<file path="src/verilog/lvds_pattern_pkg.sv">
// constants for the lvds test pattern serializer and its serial register port
package lvds_pattern_pkg;
  localparam int          CODE_W          = 12;
  localparam int          LOW_W           = 10;
  localparam int          MSB_W           = 2;
  localparam int          LANE_BITS       = 6;
  localparam int          SPI_ADDR_W      = 8;
  localparam int          SPI_DATA_W      = 16;
  localparam int          SPI_FRAME_BITS  = SPI_ADDR_W + SPI_DATA_W;
  localparam int          SPI_CNT_W       = 5;

  localparam logic [7:0]  ADDR_SELECT_MSB = 8'h25;
  localparam logic [7:0]  ADDR_CODE_A_LOW = 8'h26;
  localparam logic [7:0]  ADDR_CODE_B_LOW = 8'h27;

  localparam int          TWO_CODE_BIT    = 5;
  localparam int          FIXED_CODE_BIT  = 4;
  localparam int          A_MSB_LO        = 0;
  localparam int          B_MSB_LO        = 2;
  localparam int          LOW_LSB         = 6;

  localparam logic [15:0] REG_RESET       = 16'h0000;
  localparam logic [2:0]  IDX_LAST        = 3'h5;
  localparam logic [2:0]  IDX_ZERO        = 3'h0;
  localparam logic [4:0]  SPI_CNT_LAST    = 5'h17;
  localparam logic [4:0]  SPI_CNT_ZERO    = 5'h00;

  typedef enum logic {
    SER_IDLE,
    SER_SHIFT
  } ser_state_t;
endpackage : lvds_pattern_pkg

</file>
<file path="src/verilog/lvds_pattern_serializer.sv">
// serializer with fixed and two-code test patterns, bit clock aligned to the sample clock
// How it works
// - bit clock positive leg falls first after each rising sample clock edge
// - two-code enable D5 alternates output between code A and code B
// - fixed-code enable D4 outputs code A constantly instead of conversions
// - code A bits 11:10 come from register 0x25 bits 1:0
// - code B bits 11:10 come from register 0x25 bits 3:2
// - code A bits 9:0 come from register 0x26 bits 15:6
// - code B bits 9:0 come from register 0x27 bits 15:6
`timescale 1ns/1ps
module lvds_pattern_serializer
  import lvds_pattern_pkg::*;
(
  input  wire logic              i_clk_sys,
  input  wire logic              i_resetn,
  input  wire logic              i_sample_clock_pos,
  input  wire logic [CODE_W-1:0] i_conv_data,
  input  wire logic              i_spi_sclk,
  input  wire logic              i_spi_sen_n,
  input  wire logic              i_spi_sdata,
  output logic                   o_bit_clock_pos,
  output logic                   o_bit_clock_neg,
  output logic                   o_data_lane0,
  output logic                   o_data_lane1
);
  logic [15:0]       select_msb;
  logic [15:0]       code_a_low;
  logic [15:0]       code_b_low;
  logic [2:0]        sclk_sample_reg;
  logic              sample_rise;
  logic              load;
  logic              two_code_pattern_enable;
  logic              fixed_code_pattern_enable;
  logic [CODE_W-1:0] pattern_code_a;
  logic [CODE_W-1:0] pattern_code_b;
  logic [CODE_W-1:0] word_sel;

  ser_state_t        state_reg, state_next;
  logic [2:0]        idx_reg, idx_next;
  logic [CODE_W-1:0] word_reg, word_next;
  logic              alt_reg, alt_next;
  logic              bclk_reg, bclk_next;
  logic              lane0_reg, lane0_next;
  logic              lane1_reg, lane1_next;

  spi_pattern_regs u_regs (
    .i_clk_sys    (i_clk_sys),
    .i_resetn     (i_resetn),
    .i_spi_sclk   (i_spi_sclk),
    .i_spi_sen_n  (i_spi_sen_n),
    .i_spi_sdata  (i_spi_sdata),
    .o_select_msb (select_msb),
    .o_code_a_low (code_a_low),
    .o_code_b_low (code_b_low)
  );

  // assemble a 12-bit code from its split msb and low fields
  function automatic logic [CODE_W-1:0] join_code(input logic [MSB_W-1:0] msb, input logic [LOW_W-1:0] low);
    join_code = {msb, low};
  endfunction : join_code

  assign two_code_pattern_enable   = select_msb[TWO_CODE_BIT];
  assign fixed_code_pattern_enable = select_msb[FIXED_CODE_BIT];
  assign pattern_code_a = join_code(select_msb[A_MSB_LO +: MSB_W], code_a_low[LOW_LSB +: LOW_W]);
  assign pattern_code_b = join_code(select_msb[B_MSB_LO +: MSB_W], code_b_low[LOW_LSB +: LOW_W]);

  // sample clock is a pin: two flops, the third only for edge finding
  always_ff @(posedge i_clk_sys or negedge i_resetn) begin
    if (!i_resetn) begin
      sclk_sample_reg <= 3'h0;
    end else begin
      sclk_sample_reg <= {sclk_sample_reg[1:0], i_sample_clock_pos};
    end
  end

  assign sample_rise = sclk_sample_reg[1] & ~sclk_sample_reg[2];
  // edge found through the synchroniser, so latency moves by whole cycles
  assign load        = sample_rise;

  // two-code wins if software breaks the exclusive use of the enables
  always_comb begin
    if (two_code_pattern_enable) begin
      word_sel = alt_reg ? pattern_code_b : pattern_code_a;
    end else if (fixed_code_pattern_enable) begin
      word_sel = pattern_code_a;
    end else begin
      word_sel = i_conv_data;
    end
  end

  always_comb begin
    state_next = state_reg;
    idx_next   = idx_reg;
    word_next  = word_reg;
    alt_next   = alt_reg;
    bclk_next  = bclk_reg;
    lane0_next = lane0_reg;
    lane1_next = lane1_reg;
    if (load) begin
      state_next = SER_SHIFT;
      idx_next   = IDX_ZERO;
      word_next  = word_sel;
      alt_next   = two_code_pattern_enable ? ~alt_reg : 1'b0;
      // stays high at the load so the first transition is a fall
      bclk_next  = 1'b1;
      lane0_next = word_sel[CODE_W-1];
      lane1_next = word_sel[LANE_BITS-1];
    end else begin
      case (state_reg)
        SER_IDLE: begin
          bclk_next = 1'b1;
        end
        SER_SHIFT: begin
          if (idx_reg == IDX_LAST) begin
            state_next = SER_IDLE;
            // back high right after the last bit, so a sample period of 7 or more cycles never sees a rise first
            bclk_next  = 1'b1;
          end else begin
            idx_next   = idx_reg + 3'h1;
            bclk_next  = ~bclk_reg;
            lane0_next = word_reg[CODE_W-2-idx_reg];
            lane1_next = word_reg[LANE_BITS-2-idx_reg];
          end
        end
        default: begin
          state_next = SER_IDLE;
        end
      endcase
    end
  end

  always_ff @(posedge i_clk_sys or negedge i_resetn) begin
    if (!i_resetn) begin
      state_reg <= SER_IDLE;
      idx_reg   <= IDX_ZERO;
      word_reg  <= 12'h000;
      alt_reg   <= 1'b0;
      bclk_reg  <= 1'b1;
      lane0_reg <= 1'b0;
      lane1_reg <= 1'b0;
    end else begin
      state_reg <= state_next;
      idx_reg   <= idx_next;
      word_reg  <= word_next;
      alt_reg   <= alt_next;
      bclk_reg  <= bclk_next;
      lane0_reg <= lane0_next;
      lane1_reg <= lane1_next;
    end
  end

  // negative leg is its own flop so both legs leave registers
  logic bclk_neg_reg;
  always_ff @(posedge i_clk_sys or negedge i_resetn) begin
    if (!i_resetn) begin
      bclk_neg_reg <= 1'b0;
    end else begin
      bclk_neg_reg <= ~bclk_next;
    end
  end

  assign o_bit_clock_pos = bclk_reg;
  assign o_bit_clock_neg = bclk_neg_reg;
  assign o_data_lane0    = lane0_reg;
  assign o_data_lane1    = lane1_reg;

  bclk_first_fall_a: assert property (@(posedge i_clk_sys) disable iff (!i_resetn)
    load |=> o_bit_clock_pos ##1 (load || !o_bit_clock_pos))
    else $error("bit clock did not fall first after sample edge");

  bclk_legs_a: assert property (@(posedge i_clk_sys) disable iff (!i_resetn)
    o_bit_clock_neg == !o_bit_clock_pos)
    else $error("bit clock legs not complementary");

  two_code_alt_a: assert property (@(posedge i_clk_sys) disable iff (!i_resetn)
    load && two_code_pattern_enable |=> word_reg == ($past(alt_reg) ? $past(pattern_code_b) : $past(pattern_code_a)))
    else $error("two-code pattern did not alternate");

  fixed_code_a: assert property (@(posedge i_clk_sys) disable iff (!i_resetn)
    load && fixed_code_pattern_enable && !two_code_pattern_enable |=> word_reg == $past(pattern_code_a) && !alt_reg)
    else $error("fixed pattern not code A");

  code_a_msb_a: assert property (@(posedge i_clk_sys) disable iff (!i_resetn)
    load && fixed_code_pattern_enable && !two_code_pattern_enable |=> o_data_lane0 == $past(select_msb[A_MSB_LO+1]))
    else $error("code A msb not from select register bit 1");

  code_b_msb_a: assert property (@(posedge i_clk_sys) disable iff (!i_resetn)
    load && two_code_pattern_enable && alt_reg |=> o_data_lane0 == $past(select_msb[B_MSB_LO+1]))
    else $error("code B msb not from select register bit 3");

  code_a_low_a: assert property (@(posedge i_clk_sys) disable iff (!i_resetn)
    load && fixed_code_pattern_enable && !two_code_pattern_enable |=> o_data_lane1 == $past(code_a_low[LOW_LSB+5]))
    else $error("code A low field misplaced");

  code_b_low_a: assert property (@(posedge i_clk_sys) disable iff (!i_resetn)
    load && two_code_pattern_enable && alt_reg |=> o_data_lane1 == $past(code_b_low[LOW_LSB+5]))
    else $error("code B low field misplaced");

  normal_data_a: assert property (@(posedge i_clk_sys) disable iff (!i_resetn)
    load && !two_code_pattern_enable && !fixed_code_pattern_enable |=> word_reg == $past(i_conv_data))
    else $error("conversion data not serialized");

  shift_length_a: assert property (@(posedge i_clk_sys) disable iff (!i_resetn)
    load ##1 !load [*6] |-> state_reg == SER_SHIFT ##1 state_reg == SER_IDLE)
    else $error("serial word not six bit periods long");

  bclk_idle_high_a: assert property (@(posedge i_clk_sys) disable iff (!i_resetn)
    state_reg == SER_IDLE |-> o_bit_clock_pos)
    else $error("bit clock low while idle");

  bclk_toggle_a: assert property (@(posedge i_clk_sys) disable iff (!i_resetn)
    state_reg == SER_SHIFT && idx_reg != IDX_LAST && !load |=> o_bit_clock_pos == !$past(o_bit_clock_pos))
    else $error("bit clock did not toggle while shifting");

  lane_order_a: assert property (@(posedge i_clk_sys) disable iff (!i_resetn)
    load ##1 !load |=> o_data_lane0 == word_reg[CODE_W-2] && o_data_lane1 == word_reg[LANE_BITS-2])
    else $error("second bit on the lanes out of order");

  two_code_toggle_a: assert property (@(posedge i_clk_sys) disable iff (!i_resetn)
    load && two_code_pattern_enable |=> alt_reg != $past(alt_reg))
    else $error("two-code selector did not flip");
endmodule : lvds_pattern_serializer

</file>
<file path="src/verilog/spi_pattern_regs.sv">
// serial write port holding the pattern select and code registers
`timescale 1ns/1ps
module spi_pattern_regs
  import lvds_pattern_pkg::*;
(
  input  wire logic        i_clk_sys,
  input  wire logic        i_resetn,
  input  wire logic        i_spi_sclk,
  input  wire logic        i_spi_sen_n,
  input  wire logic        i_spi_sdata,
  output logic [15:0]      o_select_msb,
  output logic [15:0]      o_code_a_low,
  output logic [15:0]      o_code_b_low
);
  logic [2:0]  sclk_sync_reg;
  logic [1:0]  sen_sync_reg;
  logic [1:0]  sdata_sync_reg;
  logic [23:0] shift_reg, shift_next;
  logic [4:0]  cnt_reg, cnt_next;
  logic [15:0] sel_reg, sel_next;
  logic [15:0] a_low_reg, a_low_next;
  logic [15:0] b_low_reg, b_low_next;
  logic        sclk_rise;
  logic [23:0] frame;

  // pins are async to i_clk_sys; only stage 1 feeds stage 2
  always_ff @(posedge i_clk_sys or negedge i_resetn) begin
    if (!i_resetn) begin
      sclk_sync_reg  <= 3'h0;
      sen_sync_reg   <= 2'h3;
      sdata_sync_reg <= 2'h0;
    end else begin
      sclk_sync_reg  <= {sclk_sync_reg[1:0], i_spi_sclk};
      sen_sync_reg   <= {sen_sync_reg[0], i_spi_sen_n};
      sdata_sync_reg <= {sdata_sync_reg[0], i_spi_sdata};
    end
  end

  assign sclk_rise = sclk_sync_reg[1] & ~sclk_sync_reg[2];
  assign frame     = {shift_reg[22:0], sdata_sync_reg[1]};

  always_comb begin
    shift_next = shift_reg;
    cnt_next   = cnt_reg;
    sel_next   = sel_reg;
    a_low_next = a_low_reg;
    b_low_next = b_low_reg;
    if (sen_sync_reg[1]) begin
      cnt_next = SPI_CNT_ZERO;
    end else if (sclk_rise) begin
      shift_next = frame;
      if (cnt_reg == SPI_CNT_LAST) begin
        cnt_next = SPI_CNT_ZERO;
        case (frame[SPI_FRAME_BITS-1:SPI_DATA_W])
          ADDR_SELECT_MSB: sel_next   = frame[SPI_DATA_W-1:0];
          ADDR_CODE_A_LOW: a_low_next = frame[SPI_DATA_W-1:0];
          ADDR_CODE_B_LOW: b_low_next = frame[SPI_DATA_W-1:0];
          default: begin
          end
        endcase
      end else begin
        cnt_next = cnt_reg + 5'h01;
      end
    end
  end

  always_ff @(posedge i_clk_sys or negedge i_resetn) begin
    if (!i_resetn) begin
      shift_reg <= 24'h000000;
      cnt_reg   <= SPI_CNT_ZERO;
      sel_reg   <= REG_RESET;
      a_low_reg <= REG_RESET;
      b_low_reg <= REG_RESET;
    end else begin
      shift_reg <= shift_next;
      cnt_reg   <= cnt_next;
      sel_reg   <= sel_next;
      a_low_reg <= a_low_next;
      b_low_reg <= b_low_next;
    end
  end

  assign o_select_msb = sel_reg;
  assign o_code_a_low = a_low_reg;
  assign o_code_b_low = b_low_reg;
endmodule : spi_pattern_regs
</file>
<file path="config.mk">
export PLATFORM = sky130hd
export DESIGN_NAME = lvds_pattern_serializer
export DESIGN_NICKNAME = d
export VERILOG_FILES = /design/src/verilog/lvds_pattern_pkg.sv /design/src/verilog/lvds_pattern_serializer.sv /design/src/verilog/spi_pattern_regs.sv
export SDC_FILE = /design/constraint.sdc
export NUM_CORES = 1
export LEC_CHECK = 0
export CORE_MARGIN = 1.5
export CORE_UTILIZATION = 38
export DETAILED_ROUTE_END_ITERATION = 6
export DONT_BUFFER_PORTS = 1
export PLACE_DENSITY = 0.51
export SETUP_SLACK_MARGIN = 0.02
export SKIP_CTS_REPAIR_TIMING = 1
export SYNTH_ARGS = -nofsm -noshare
export SYNTH_HDL_FRONTEND = slang
export SYNTH_SLANG_ARGS = --single-unit
</file>
<file path="constraint.sdc">
create_clock -name i_clk_sys -period 4.5 [get_ports i_clk_sys]
set_clock_uncertainty 0.1 [all_clocks]
set_input_delay 0.9 -clock i_clk_sys [delete_from_list [all_inputs] [get_ports i_clk_sys]]
set_output_delay 0.9 -clock i_clk_sys [all_outputs]
set_load 0.03 [all_outputs]
</file>
# [Yosys cells after proc, flatten, opt, wreduce, memory -nomap -nowiden]
# Cells that the tools add are included.
[classes] n_bitwise=9 reduce_logical=7 add_sub_neg=4 muxes=26 magnitude_cmp=2 n_eq_ne=6
[op_table] operator="$lt A32 B5 Y1 const B" count=2
[op_table] operator="$mux W12" count=3
[op_table] operator="$eq A8 B6 Y1 const B" count=3
[op_table] operator="$mux W5" count=3
[op_table] operator="$mux W1" count=14
[op_table] operator="$reduce_and A4 Y1" count=3
[op_table] operator="$mux W3" count=3
[op_table] operator="$bmux W1 S4" count=2
[op_table] operator="$not A1 Y1" count=7
[op_table] operator="$add A5 B1 Y5 const B" count=1
[op_table] operator="$eq A5 B5 Y1 const B" count=1
[op_table] operator="$sub A4 B3 Y5 const A" count=1
[op_table] operator="$reduce_and A2 Y1" count=2
[op_table] operator="$reduce_bool A2 Y1" count=2
[op_table] operator="$sub A3 B3 Y4 const A" count=1
[op_table] operator="$add A3 B1 Y3 const B" count=1
[op_table] operator="$eq A3 B3 Y1 const B" count=1
[op_table] operator="$and A1 B1 Y1" count=2
[op_table] operator="$ne A2 B2 Y1 const B" count=1
[op_table] operator="$pmux W1 S2" count=1
[totals] word_cells=71 output_inout_bits=4 inputBits=18 ff_bits=97

# [Logic depth before layout (Yosys ltp)]
# Gate-level depths: netlist of the first run.
[depth] word_depth=6 ltp_mapped=8 ltp_nobuf=6

# [By module]
# From an unflattened synthesis of the first run, not the netlist that was laid out.
[unflattened] hier_cells=356 hier_area_um2=4906.0
[by_module_without_submodules] mod="spi_pattern_regs" area_per_inst_um2=3226.8 n_inst=1 seq_area_each_um2=2079.5 cells_each=190
[by_module_without_submodules] mod="lvds_pattern_serializer" area_per_inst_um2=1679.1 n_inst=1 seq_area_each_um2=601.8 cells_each=166

# [Worst setup path before layout of the first run]
# OpenSTA, ideal clock, no wires.
[synth_timing] path_kind="reg2reg" from="reg idx_reg[0]" to="reg lane1_reg (netlist: o_data_lane1)" slack_ns=2.425 stages_incl_launch_ff=9 required_ns=4.273 synth_period_minus_slack_ns=2.075 n_path_buf=2 setup_time_ns=0.127 arrival_time_ns=1.848 path_cell_list="dfrtp_1 > buf_2 > buf_2 > inv_1 > ha_1 > mux4_2 > o2111ai_1 > a41o_1 > nand2_1"
[synth_between] elab_chain_cells=6 word_cells_on_any_way=9 cone_classes="add/sub: 1; eq/ne: 2; mux: 5; reduce/logical: 1"
[synth_lines] element="start, declared" line_no="lvds_pattern_serializer.sv:39" rtl="logic [2:0] idx_reg, idx_next;"
[synth_lines] element="start signal, assigned" line_no="lvds_pattern_serializer.sv:143" rtl="idx_reg <= idx_next;"
[synth_lines] element="$sub A3 B3 Y4" line_no="lvds_pattern_serializer.sv:122" rtl="lane1_next = word_reg[LANE_BITS-2-idx_reg];"
[synth_lines] element="$bmux W1 S4" line_no="lvds_pattern_serializer.sv:122"
[synth_lines] element="$mux W1 (not written as such)" line_no="lvds_pattern_serializer.sv:122"
[synth_lines] element="$mux W1" line_no="lvds_pattern_serializer.sv:114" rtl="if (idx_reg == IDX_LAST) begin"
[synth_lines] element="$mux W1" line_no="lvds_pattern_serializer.sv:109" rtl="case (state_reg)"
[synth_lines] element="$mux W1" line_no="lvds_pattern_serializer.sv:99" rtl="if (load) begin"
[synth_lines] element="end signal, assigned" line_no="lvds_pattern_serializer.sv:148" rtl="lane1_reg <= lane1_next;"
[synth_lines] element="end, declared" line_no="lvds_pattern_serializer.sv:44" rtl="logic lane1_reg, lane1_next;"
# Several ways; a longest one is shown, not always the timed one. The select of a mux whose other input is x is not followed.
# A chain may end at the register's enable or synchronous reset.

# [Worst setup path after layout of the first run]
[layout_timing] from="reg idx_reg[0]" to="reg lane0_reg (netlist: o_data_lane0)"
[layout_between] elab_chain_cells=6 word_cells_on_any_way=9 cone_classes="add/sub: 1; eq/ne: 2; mux: 5; reduce/logical: 1"
[layout_lines] element="$sub A4 B3 Y5" line_no="lvds_pattern_serializer.sv:121" rtl="lane0_next = word_reg[CODE_W-2-idx_reg];"
[layout_lines] element="$bmux W1 S4" line_no="lvds_pattern_serializer.sv:121"
[layout_lines] element="$mux W1 (not written as such)" line_no="lvds_pattern_serializer.sv:121"
[layout_lines] element="$mux W1" line_no="lvds_pattern_serializer.sv:114"
[layout_lines] element="$mux W1" line_no="lvds_pattern_serializer.sv:109"
[layout_lines] element="$mux W1" line_no="lvds_pattern_serializer.sv:99"
[layout_lines] element="end signal, assigned" line_no="lvds_pattern_serializer.sv:147" rtl="lane0_reg <= lane0_next;"
[layout_lines] element="end, declared" line_no="lvds_pattern_serializer.sv:43" rtl="logic lane0_reg, lane0_next;"
# Several ways; a longest one is shown, not always the timed one. The select of a mux whose other input is x is not followed.

==> impl_metrics.py, run 1 <==
metrics = {
    "synthesis": {
        "ys_ff_latch": 85,
        "syn_area_um2": 3940,
        "synth.distinct_cells": 46,
        "yosysTopAreaCell": "dfrtp_1",
        "yosys-top-cells-count": "82 x dfrtp_1, 49 x mux2_2, 36 x nand2_1",
        "synth-seq-area-share_pct": 54.1,
        "syn_avg_cell_area_um2": 12.7,
        "synthArstFlopShare_pct": 100,
        "synthCells": 311,
        "synthFlopType": "dfrtp_1",
        "yosysMostFrequentCell": "dfrtp_1",
        "synth_area_leaders": "dfrtp_1 52%, mux2_2 14%, mux2i_1 4.1%, mux2_4 3.8%, nand2_1 3.4%",
        "synth_edf_count": 0,
        "yosysTopAreaCellShare_pct": 52.1,
        "synth_nets": 333,
        "yosys_warnings": 0,
    },
    "grt": {
        "grt_overflow": 0,
        "grt_pass1_wl_mm": 12.3,
        "track_usage_pct": 14.6,
        "grt_pass1_vias": 2277,
        "antenna_found_initial": 1,
        "grt_max_degree": 86,
    },
    "clocking": {
        "h-tree-depth": 3,
        "clk_pin_slew_ns": 0.09,
        "clk_latency_ns": 0.36,
        "cts_tree": "done",
        "root_buffer": "clkbuf_8",
        "numCtsBuffers": 9,
        "cts_buffer_depth": 2,
        "cts_sinks": 85,
    },
    "floorplanning": {
        "die_width_um": 105,
        "die_y_um": 105,
        "die-area_um2": 11000,
        "core_um2": 9910,
        "ioPinCount": 22,
        "initial_core_util_pct": 39.8,
        "num_rows": 36,
    },
    "worst_hold_path": {
        "hp-class": "primary input to asynchronous set/reset pin",
    },
    "timing": {
        "fmax_ghz": 0.411,
        "final.min_clock_period_ns": 2.43,
        "setup_ws_ns": 2.07,
        "slew_headroom_pct": 40.4,
        "worst_slew_pin_slew_ns": 0.894,
        "timing.final.max_slew_violations": 0,
        "setup_tns_ns": 0,
        "hold_viol": 0,
        "fin_crit_sh_pct": 54.0,
        "rsz0062_at_grt": "false",
        "setup_viol": 0,
    },
    "flow_run": {
        "maxCapViolCount": 0,
    },
    "finish": {
        "largest_reg_flops": 23,
        "drive_gt1_share_pct": 28.5,
        "final_nets": 329,
        "design_area_um2": 4250,
        "syn_to_final_growth_pct": 7.90,
    },
    "worst_setup_path": {
        "required_ns": 4.61,
        "timing.rr.start": "idx_reg[0]",
        "crit_path_end_kind": "register",
        "critical_path_peak_fanout": 18,
        "crit_type": "register to register",
        "setup.worst_path.start_class": "register",
        "cp-startpoint": "idx_reg[0]",
        "critPathArrivalTime_ns": 2.54,
    },
    "drt": {
        "dr.first_iter.drc_count": 77,
        "num_vias": 2272,
        "wl_per_cell_um": 16.4,
        "antenna_left": 0,
        "drcViolationCount": 0,
        "drt-total-wl_mm": 7.31,
        "dr.pass1.iters": 4,
        "viasPerCell": 5.09,
    },
    "place": {
        "gp_congestion": 0.797,
        "dp_slack_ns": 2.04,
        "dp_hpwl_mm": 4.69,
        "dpl-instance-area_um2": 4050,
        "io_buffer_count": 0,
    },
    "power": {
        "peakVddDrop_mv": 0.275,
        "p_per_area_nw_per_um2": 451,
        "power.leakage_nw": 1.88,
    },
    "run_status": {
        "outcome": "finished clean",
    },
}
cells by family (layout without fill, tap and decap cells):
kind of cell | count (synthesis) | after routing | synth area share, %
compound gates | 45 | 45 | 7.21
fa+ha+maj | 4 | 4 | 1.27
flops | 85 | 85 | 54.1
simple gates | 68 | 68 | 8.86
buf+inv | 25 | 26 | 2.63
xor+xnor | 3 | 3 | 0.667
other cells | 0 | 1 | 0
mux | 81 | 81 | 25.3
routing by layer:
metal | GRT usage [%] | share of wire [%]
met5 | 0 | 0
met4 | 3.23 | 0.55
met3 | 5.80 | 4.4
met2 | 22.0 | 46
met1 | 19.7 | 49
area by class of cell:
| type | instances | area [µm²] |
|---|---|---|
| flip-flops and latches | 85 | 2130 |
| diodes | 1 | 2.50 |
| repair buffers | 1 | 7.51 |
| multi-input cells | 201 | 1710 |
| fillers | 976 | 5660 |
| well taps | 133 | 166 |
| clock buffers | 9 | 124 |
| inverters | 9 | 33.8 |
| clock inverters | 7 | 81.3 |
where the power goes:
group | leakage, nW | switching (mW) | internal, mW
Sequential | 1.11 | 0.144 | 0.856
Combinational | 0.668 | 0.157 | 0.196
Clock | 0.0997 | 0.300 | 0.265
Total | 1.88 | 0.601 | 1.32
path summary, 6_finish.rpt:
check,endpoint,slack (ns),cells past startpoint
hold / removal,u_regs.cnt_reg[2],0.13,0
max in group asynchronous,u_regs.sen_sync_reg[1],3.94,0
min in group i_clk_sys,u_regs.sclk_sync_reg[1],0.25,0
hold reg to reg,u_regs.sclk_sync_reg[1],0.25,0
setup / recovery,o_data_lane0,2.07,5
setup reg to reg,o_data_lane0,2.07,5
metrics by stage:
stage          std cells  hold WS, ns  util [%]  power [mW]
6_report             446        0.128      42.9        1.92
5_1_grt              445       0.0899      42.9        2.02
4_1_cts              445        0.102      42.9        1.94
3_5_place_dp         429        0.235      40.8        1.37
3_3_place_gp         429        0.239      40.8        1.37
2_1_floorplan        311        0.231         -        1.30
placed cells by master (no fill, tap or decap), types with 3 or more instances in the layout:
cell and n:
nor2b_1 4, clkbuf_8 9, mux2_4 10, nor2_1 11, nand2_1 36, mux4_2 6, dfrtp_1 82, mux2_2 49
dfstp_2 3, nand2b_1 3, inv_1 9, ha_1 4, o21ai_0 26, mux2i_1 16
critical path: stages (launching register included):
cell and delay (ns):
dfrtp_1 0.65, ha_1 0.33, a21boi_1 0.53, o311ai_0 0.26, a211oi_1 0.24, o311ai_0 0.17
Note: power is estimated with default switching activity, not from simulation.
==> run 2: changes to the inputs <==
==> constraint.sdc (replaced) <==
create_clock -name i_clk_sys -period 2.4 [get_ports i_clk_sys]
set_clock_uncertainty 0.1 [all_clocks]
set_input_delay 0.48 -clock i_clk_sys [delete_from_list [all_inputs] [get_ports i_clk_sys]]
set_output_delay 0.48 -clock i_clk_sys [all_outputs]
set_load 0.03 [all_outputs]
==> impl_metrics.py, run 2 (synthesis results as in run 1) <==
metrics = {
    "flow_run": {
        "maxCapViolCount": 0,
    },
    "finish": {
        "layout_commonest_cell": "dfrtp_1",
        "drive_gt1_share_pct": 29.6,
        "syn_to_final_growth_pct": 10.1,
        "largest_reg_flops": 23,
        "final_nets": 335,
        "diodes": 0,
        "final_cell_mix": "82 x dfrtp_1, 49 x mux2_2, 36 x nand2_1, 26 x o21ai_0, 16 x mux2i_1",
    },
    "drt": {
        "wl_per_cell_um": 15.8,
        "drcViolationCount": 0,
        "drt-total-wl_mm": 7.14,
        "viasPerCell": 5.03,
        "dr.first_iter.drc_count": 91,
        "num_vias": 2269,
        "antenna_left": 0,
        "dr.pass1.iters": 4,
    },
    "timing": {
        "setup_viol": 0,
        "rsz0062_at_grt": "false",
        "hold_viol": 85,
        "final.min_clock_period_ns": 2.14,
        "slew_headroom_pct": 49.8,
        "timing.final.max_slew_violations": 0,
        "hold_ws_ns": -0.280,
        "setup_tns_ns": 0,
        "fin_crit_sh_pct": 89.2,
        "fmax_ghz": 0.467,
        "worst_slew_pin_slew_ns": 0.753,
    },
    "grt": {
        "grt_pass1_wl_mm": 12.3,
        "track_usage_pct": 14.2,
        "grt_max_degree": 86,
        "grt_overflow": 0,
        "grt_pass1_vias": 2251,
        "antenna_found_initial": 2,
    },
    "clocking": {
        "clk_latency_ns": 0.35,
        "numCtsBuffers": 9,
        "cts_tree": "done",
        "cts_buffer_depth": 2,
        "cts_sinks": 85,
        "root_buffer": "clkbuf_8",
        "clk_pin_slew_ns": 0.09,
        "h-tree-depth": 3,
    },
    "floorplanning": {
        "core_um2": 9910,
        "die_y_um": 105,
        "initial_core_util_pct": 39.8,
        "die-area_um2": 11000,
        "die_width_um": 105,
        "num_rows": 36,
        "ioPinCount": 22,
    },
    "worst_setup_path": {
        "critical_path_peak_fanout": 10,
        "path_cells": "ha_1 -> and4b_1 -> nand4_2 -> nor3_4 -> mux2_2",
        "crit_path_end_kind": "register",
        "worstRegToRegCells": 5,
        "cpPeakStageDelay_ns": 0.48,
        "setup.worst_path.start_class": "register",
        "required_ns": 2.53,
        "crit_type": "register to register",
        "critPathArrivalTime_ns": 2.28,
        "cp_slowest_cell": "nor3_4",
    },
    "place": {
        "io_buffer_count": 0,
        "gp_congestion": 0.800,
        "dp_hpwl_mm": 4.88,
    },
    "power": {
        "power.leakage_nw": 1.92,
        "p_total_mw": 3.79,
        "p_per_area_nw_per_um2": 873,
        "peakVddDrop_mv": 0.280,
    },
    "run_status": {
        "failed_checks": "hold timing",
        "outcome": "finished, violations left",
    },
    "worst_hold_path": {
        "hp-class": "primary input to asynchronous set/reset pin",
    },
}
==> run 2: changes by cell type in the layout (fill, tap and decap cells not counted), sizes merged <==
cell,previous run,this run
buf,1,6
bufinv,1,3
clkbuf,9,10
clkinv,1,0
clkinvlp,2,3
diode,1,0
dlygate4sd3,0,1
inv,12,9
==> run 2: metal layers <==
metal  vias to the layer above  part of all wire, %  global-route usage, %
met5                         -                 0.17                      0
met4                         2                  1.7                   5.87
met3                        13                  4.0                   3.99
met2                        25                   43                   19.5
met1                      1111                   51                   20.9
li1                       1118                    -                      -
==> run 2: critical path, delay by kind of cell (launching register included) <==
family | cells | cell delay, ns
AND/OR/NAND/NOR | 3 | 0.94
flip-flops | 1 | 0.39
multiplexers | 1 | 0.39
adder cells (fa/ha/maj) | 1 | 0.19
==> run 2: stage by stage <==
stage	instances	worst slack [ns]	hold WS, ns	util (%)	instance area (µm²)
floorplan	311	0.325	0.0844	-	3940
detailed placement	434	0.144	0.0868	41.2	4080
global placement	434	0.182	0.0885	41.2	4080
finish	451	0.259	-0.280	43.8	4340
global route	451	0.115	-0.314	43.8	4340
CTS	450	0.114	-0.309	43.6	4320
==> run 2: final cells by class <==
type / count / area [µm²]
clock buffers: 10 / 128
inverters: 9 / 33.8
fillers: 956 / 5570
flip-flops and latches: 85 / 2130
repair buffers: 7 / 55.1
well taps: 133 / 166
multi-input cells: 201 / 1710
clock inverters: 6 / 113
==> run 2: path summary, 6_finish.rpt <==
kind	startpoint	to	slack [ns]
min reg2reg	u_regs.sdata_sync_reg[0]	u_regs.sdata_sync_reg[1]	0.25
max	u_regs.cnt_reg[0]	u_regs.o_code_a_low[7]	0.26
max in group asynchronous	i_resetn	u_regs.sen_sync_reg[0]	2.27
min in group i_clk_sys	i_spi_sclk	u_regs.sclk_sync_reg[0]	0.05
max reg2reg	u_regs.cnt_reg[0]	u_regs.o_code_a_low[7]	0.26
min	i_resetn	u_regs.cnt_reg[4]	-0.28
==> run 2: where the power goes <==
group / switching [mW] / internal, mW
logic: 0.340 / 0.394
registers: 0.238 / 1.61
clock network: 0.517 / 0.692
total: 1.10 / 2.69
==> run 3: changes to the inputs <==
--- a/config.mk
+++ b/config.mk
@@ -12,6 +12,7 @@
 export PLACE_DENSITY = 0.51
 export SETUP_SLACK_MARGIN = 0.02
 export SKIP_CTS_REPAIR_TIMING = 1
+export SLEW_MARGIN = 20
 export SYNTH_ARGS = -nofsm -noshare
 export SYNTH_HDL_FRONTEND = slang
 export SYNTH_SLANG_ARGS = --single-unit
==> constraint.sdc (replaced) <==
create_clock -name i_clk_sys -period 2.4 [get_ports i_clk_sys]
set_clock_uncertainty 0.1 [all_clocks]
set_input_delay 0.72 -clock i_clk_sys [delete_from_list [all_inputs] [get_ports i_clk_sys]]
set_output_delay 0.72 -clock i_clk_sys [all_outputs]
set_load 0.03 [all_outputs]
==> impl_metrics.py, run 3 (synthesis results as in run 1) <==
metrics = {
    "grt": {
        "grt_max_degree": 86,
        "track_usage_pct": 14.2,
        "grt_overflow": 0,
        "grt_pass1_wl_mm": 12.3,
        "grt_pass1_vias": 2251,
        "antenna_found_initial": 2,
    },
    "timing": {
        "fin_crit_sh_pct": 89.2,
        "fmax_ghz": 0.467,
        "setup_viol": 0,
        "hold_ws_ns": -0.0406,
        "timing.final.max_slew_violations": 0,
        "slew_headroom_pct": 49.8,
        "hold_viol": 82,
        "setup_ws_ns": 0.259,
        "final.min_clock_period_ns": 2.14,
        "setup_tns_ns": 0,
        "rsz0062_at_grt": "false",
        "worst_slew_pin_slew_ns": 0.753,
    },
    "finish": {
        "diodes": 0,
        "fin_util_pct": 43.7,
        "fillers": 957,
        "largest_reg_flops": 23,
        "syn_to_final_growth_pct": 9.81,
        "drive_gt1_share_pct": 29.7,
        "layout_commonest_cell": "dfrtp_1",
        "design_area_um2": 4330,
        "final_nets": 334,
        "final_cell_mix": "82 x dfrtp_1, 49 x mux2_2, 36 x nand2_1, 26 x o21ai_0, 16 x mux2i_1",
        "final_cells": 450,
    },
    "worst_setup_path": {
        "path_cells": "ha_1 -> and4b_1 -> nand4_2 -> nor3_4 -> mux2_2",
        "required_ns": 2.53,
        "crit_type": "register to register",
        "critical_path_peak_fanout": 10,
        "setup.worst_path.start_class": "register",
        "critPathArrivalTime_ns": 2.28,
        "crit_path_end_kind": "register",
        "cpPeakStageDelay_ns": 0.48,
        "cp_slowest_cell": "nor3_4",
    },
    "run_status": {
        "outcome": "finished, violations left",
        "failed_checks": "hold timing",
    },
    "power": {
        "p_total_mw": 3.78,
        "peakVddDrop_mv": 0.280,
        "p_per_area_nw_per_um2": 874,
        "power.leakage_nw": 1.91,
    },
    "clocking": {
        "cts_sinks": 85,
        "numCtsBuffers": 9,
        "h-tree-depth": 3,
        "cts_buffer_depth": 2,
        "clk_latency_ns": 0.35,
        "clk_pin_slew_ns": 0.09,
        "root_buffer": "clkbuf_8",
        "cts_tree": "done",
    },
    "drt": {
        "wl_met1_mm": 3.68,
        "num_vias": 2265,
        "viasPerCell": 5.03,
        "drt-total-wl_mm": 7.14,
        "drcViolationCount": 0,
        "dr.pass1.iters": 4,
        "dr.first_iter.drc_count": 89,
        "wl_per_cell_um": 15.9,
        "highest_layer": "met5",
        "met2RoutedLength_mm": 3.04,
        "antenna_left": 0,
        "wl_met3_um": 286,
    },
    "place": {
        "dpl-instance-area_um2": 4080,
        "dpl.cell_count": 434,
        "dp_hpwl_mm": 4.88,
        "gp_congestion": 0.800,
        "dp_slack_ns": 0.144,
        "io_buffer_count": 0,
    },
    "floorplanning": {
        "core_um2": 9910,
        "die_y_um": 105,
        "die-area_um2": 11000,
        "num_rows": 36,
        "initial_core_util_pct": 39.8,
        "die_width_um": 105,
        "ioPinCount": 22,
    },
    "flow_run": {
        "maxCapViolCount": 0,
    },
    "worst_hold_path": {
        "hp-class": "primary input to asynchronous set/reset pin",
    },
}
## run 3: final cells by class
type,count,area (µm²),area share [%]
sequential,85,2130,49.2
multi-input combinational,201,1710,39.5
tap,133,166,3.85
clock buffer,10,128,2.95
clock inverter,6,113,2.60
timing repair buffer,6,45.0,1.04
inverter,9,33.8,0.781
## run 3: worst max-delay path: cells and delay by family, from the launching register on
kind / cells / cell delay [ns]
adder cells (fa/ha/maj): 1 / 0.19
flip-flops: 1 / 0.39
multiplexers: 1 / 0.39
AND/OR/NAND/NOR: 3 / 0.94
## run 3: per-layer routing
layer / GRT usage [%] / up-vias
met5: 0 / -
met4: 5.87 / 2
met3: 3.99 / 13
met2: 19.5 / 25
met1: 20.9 / 1109
li1: - / 1116
## run 3: where the power goes
group / switching [mW] / total (mW) / leakage, nW / internal, mW
Clock: 0.517 / 1.21 / 0.109 / 0.692
Sequential: 0.238 / 1.84 / 1.11 / 1.61
Combinational: 0.340 / 0.733 / 0.694 / 0.393
## run 3: worst paths after layout
kind,startpoint,endpoint,slack [ns],depth (start not counted)
setup / recovery,u_regs.cnt_reg[0],u_regs.o_code_a_low[7],0.26,5
hold / removal,i_resetn,u_regs.cnt_reg[4],-0.04,0
setup reg to reg,u_regs.cnt_reg[0],u_regs.o_code_a_low[7],0.26,5
hold reg to reg,u_regs.sdata_sync_reg[0],u_regs.sdata_sync_reg[1],0.25,0
max in group asynchronous,i_resetn,u_regs.sen_sync_reg[0],2.03,0
min in group i_clk_sys,u_regs.sdata_sync_reg[0],u_regs.sdata_sync_reg[1],0.25,0
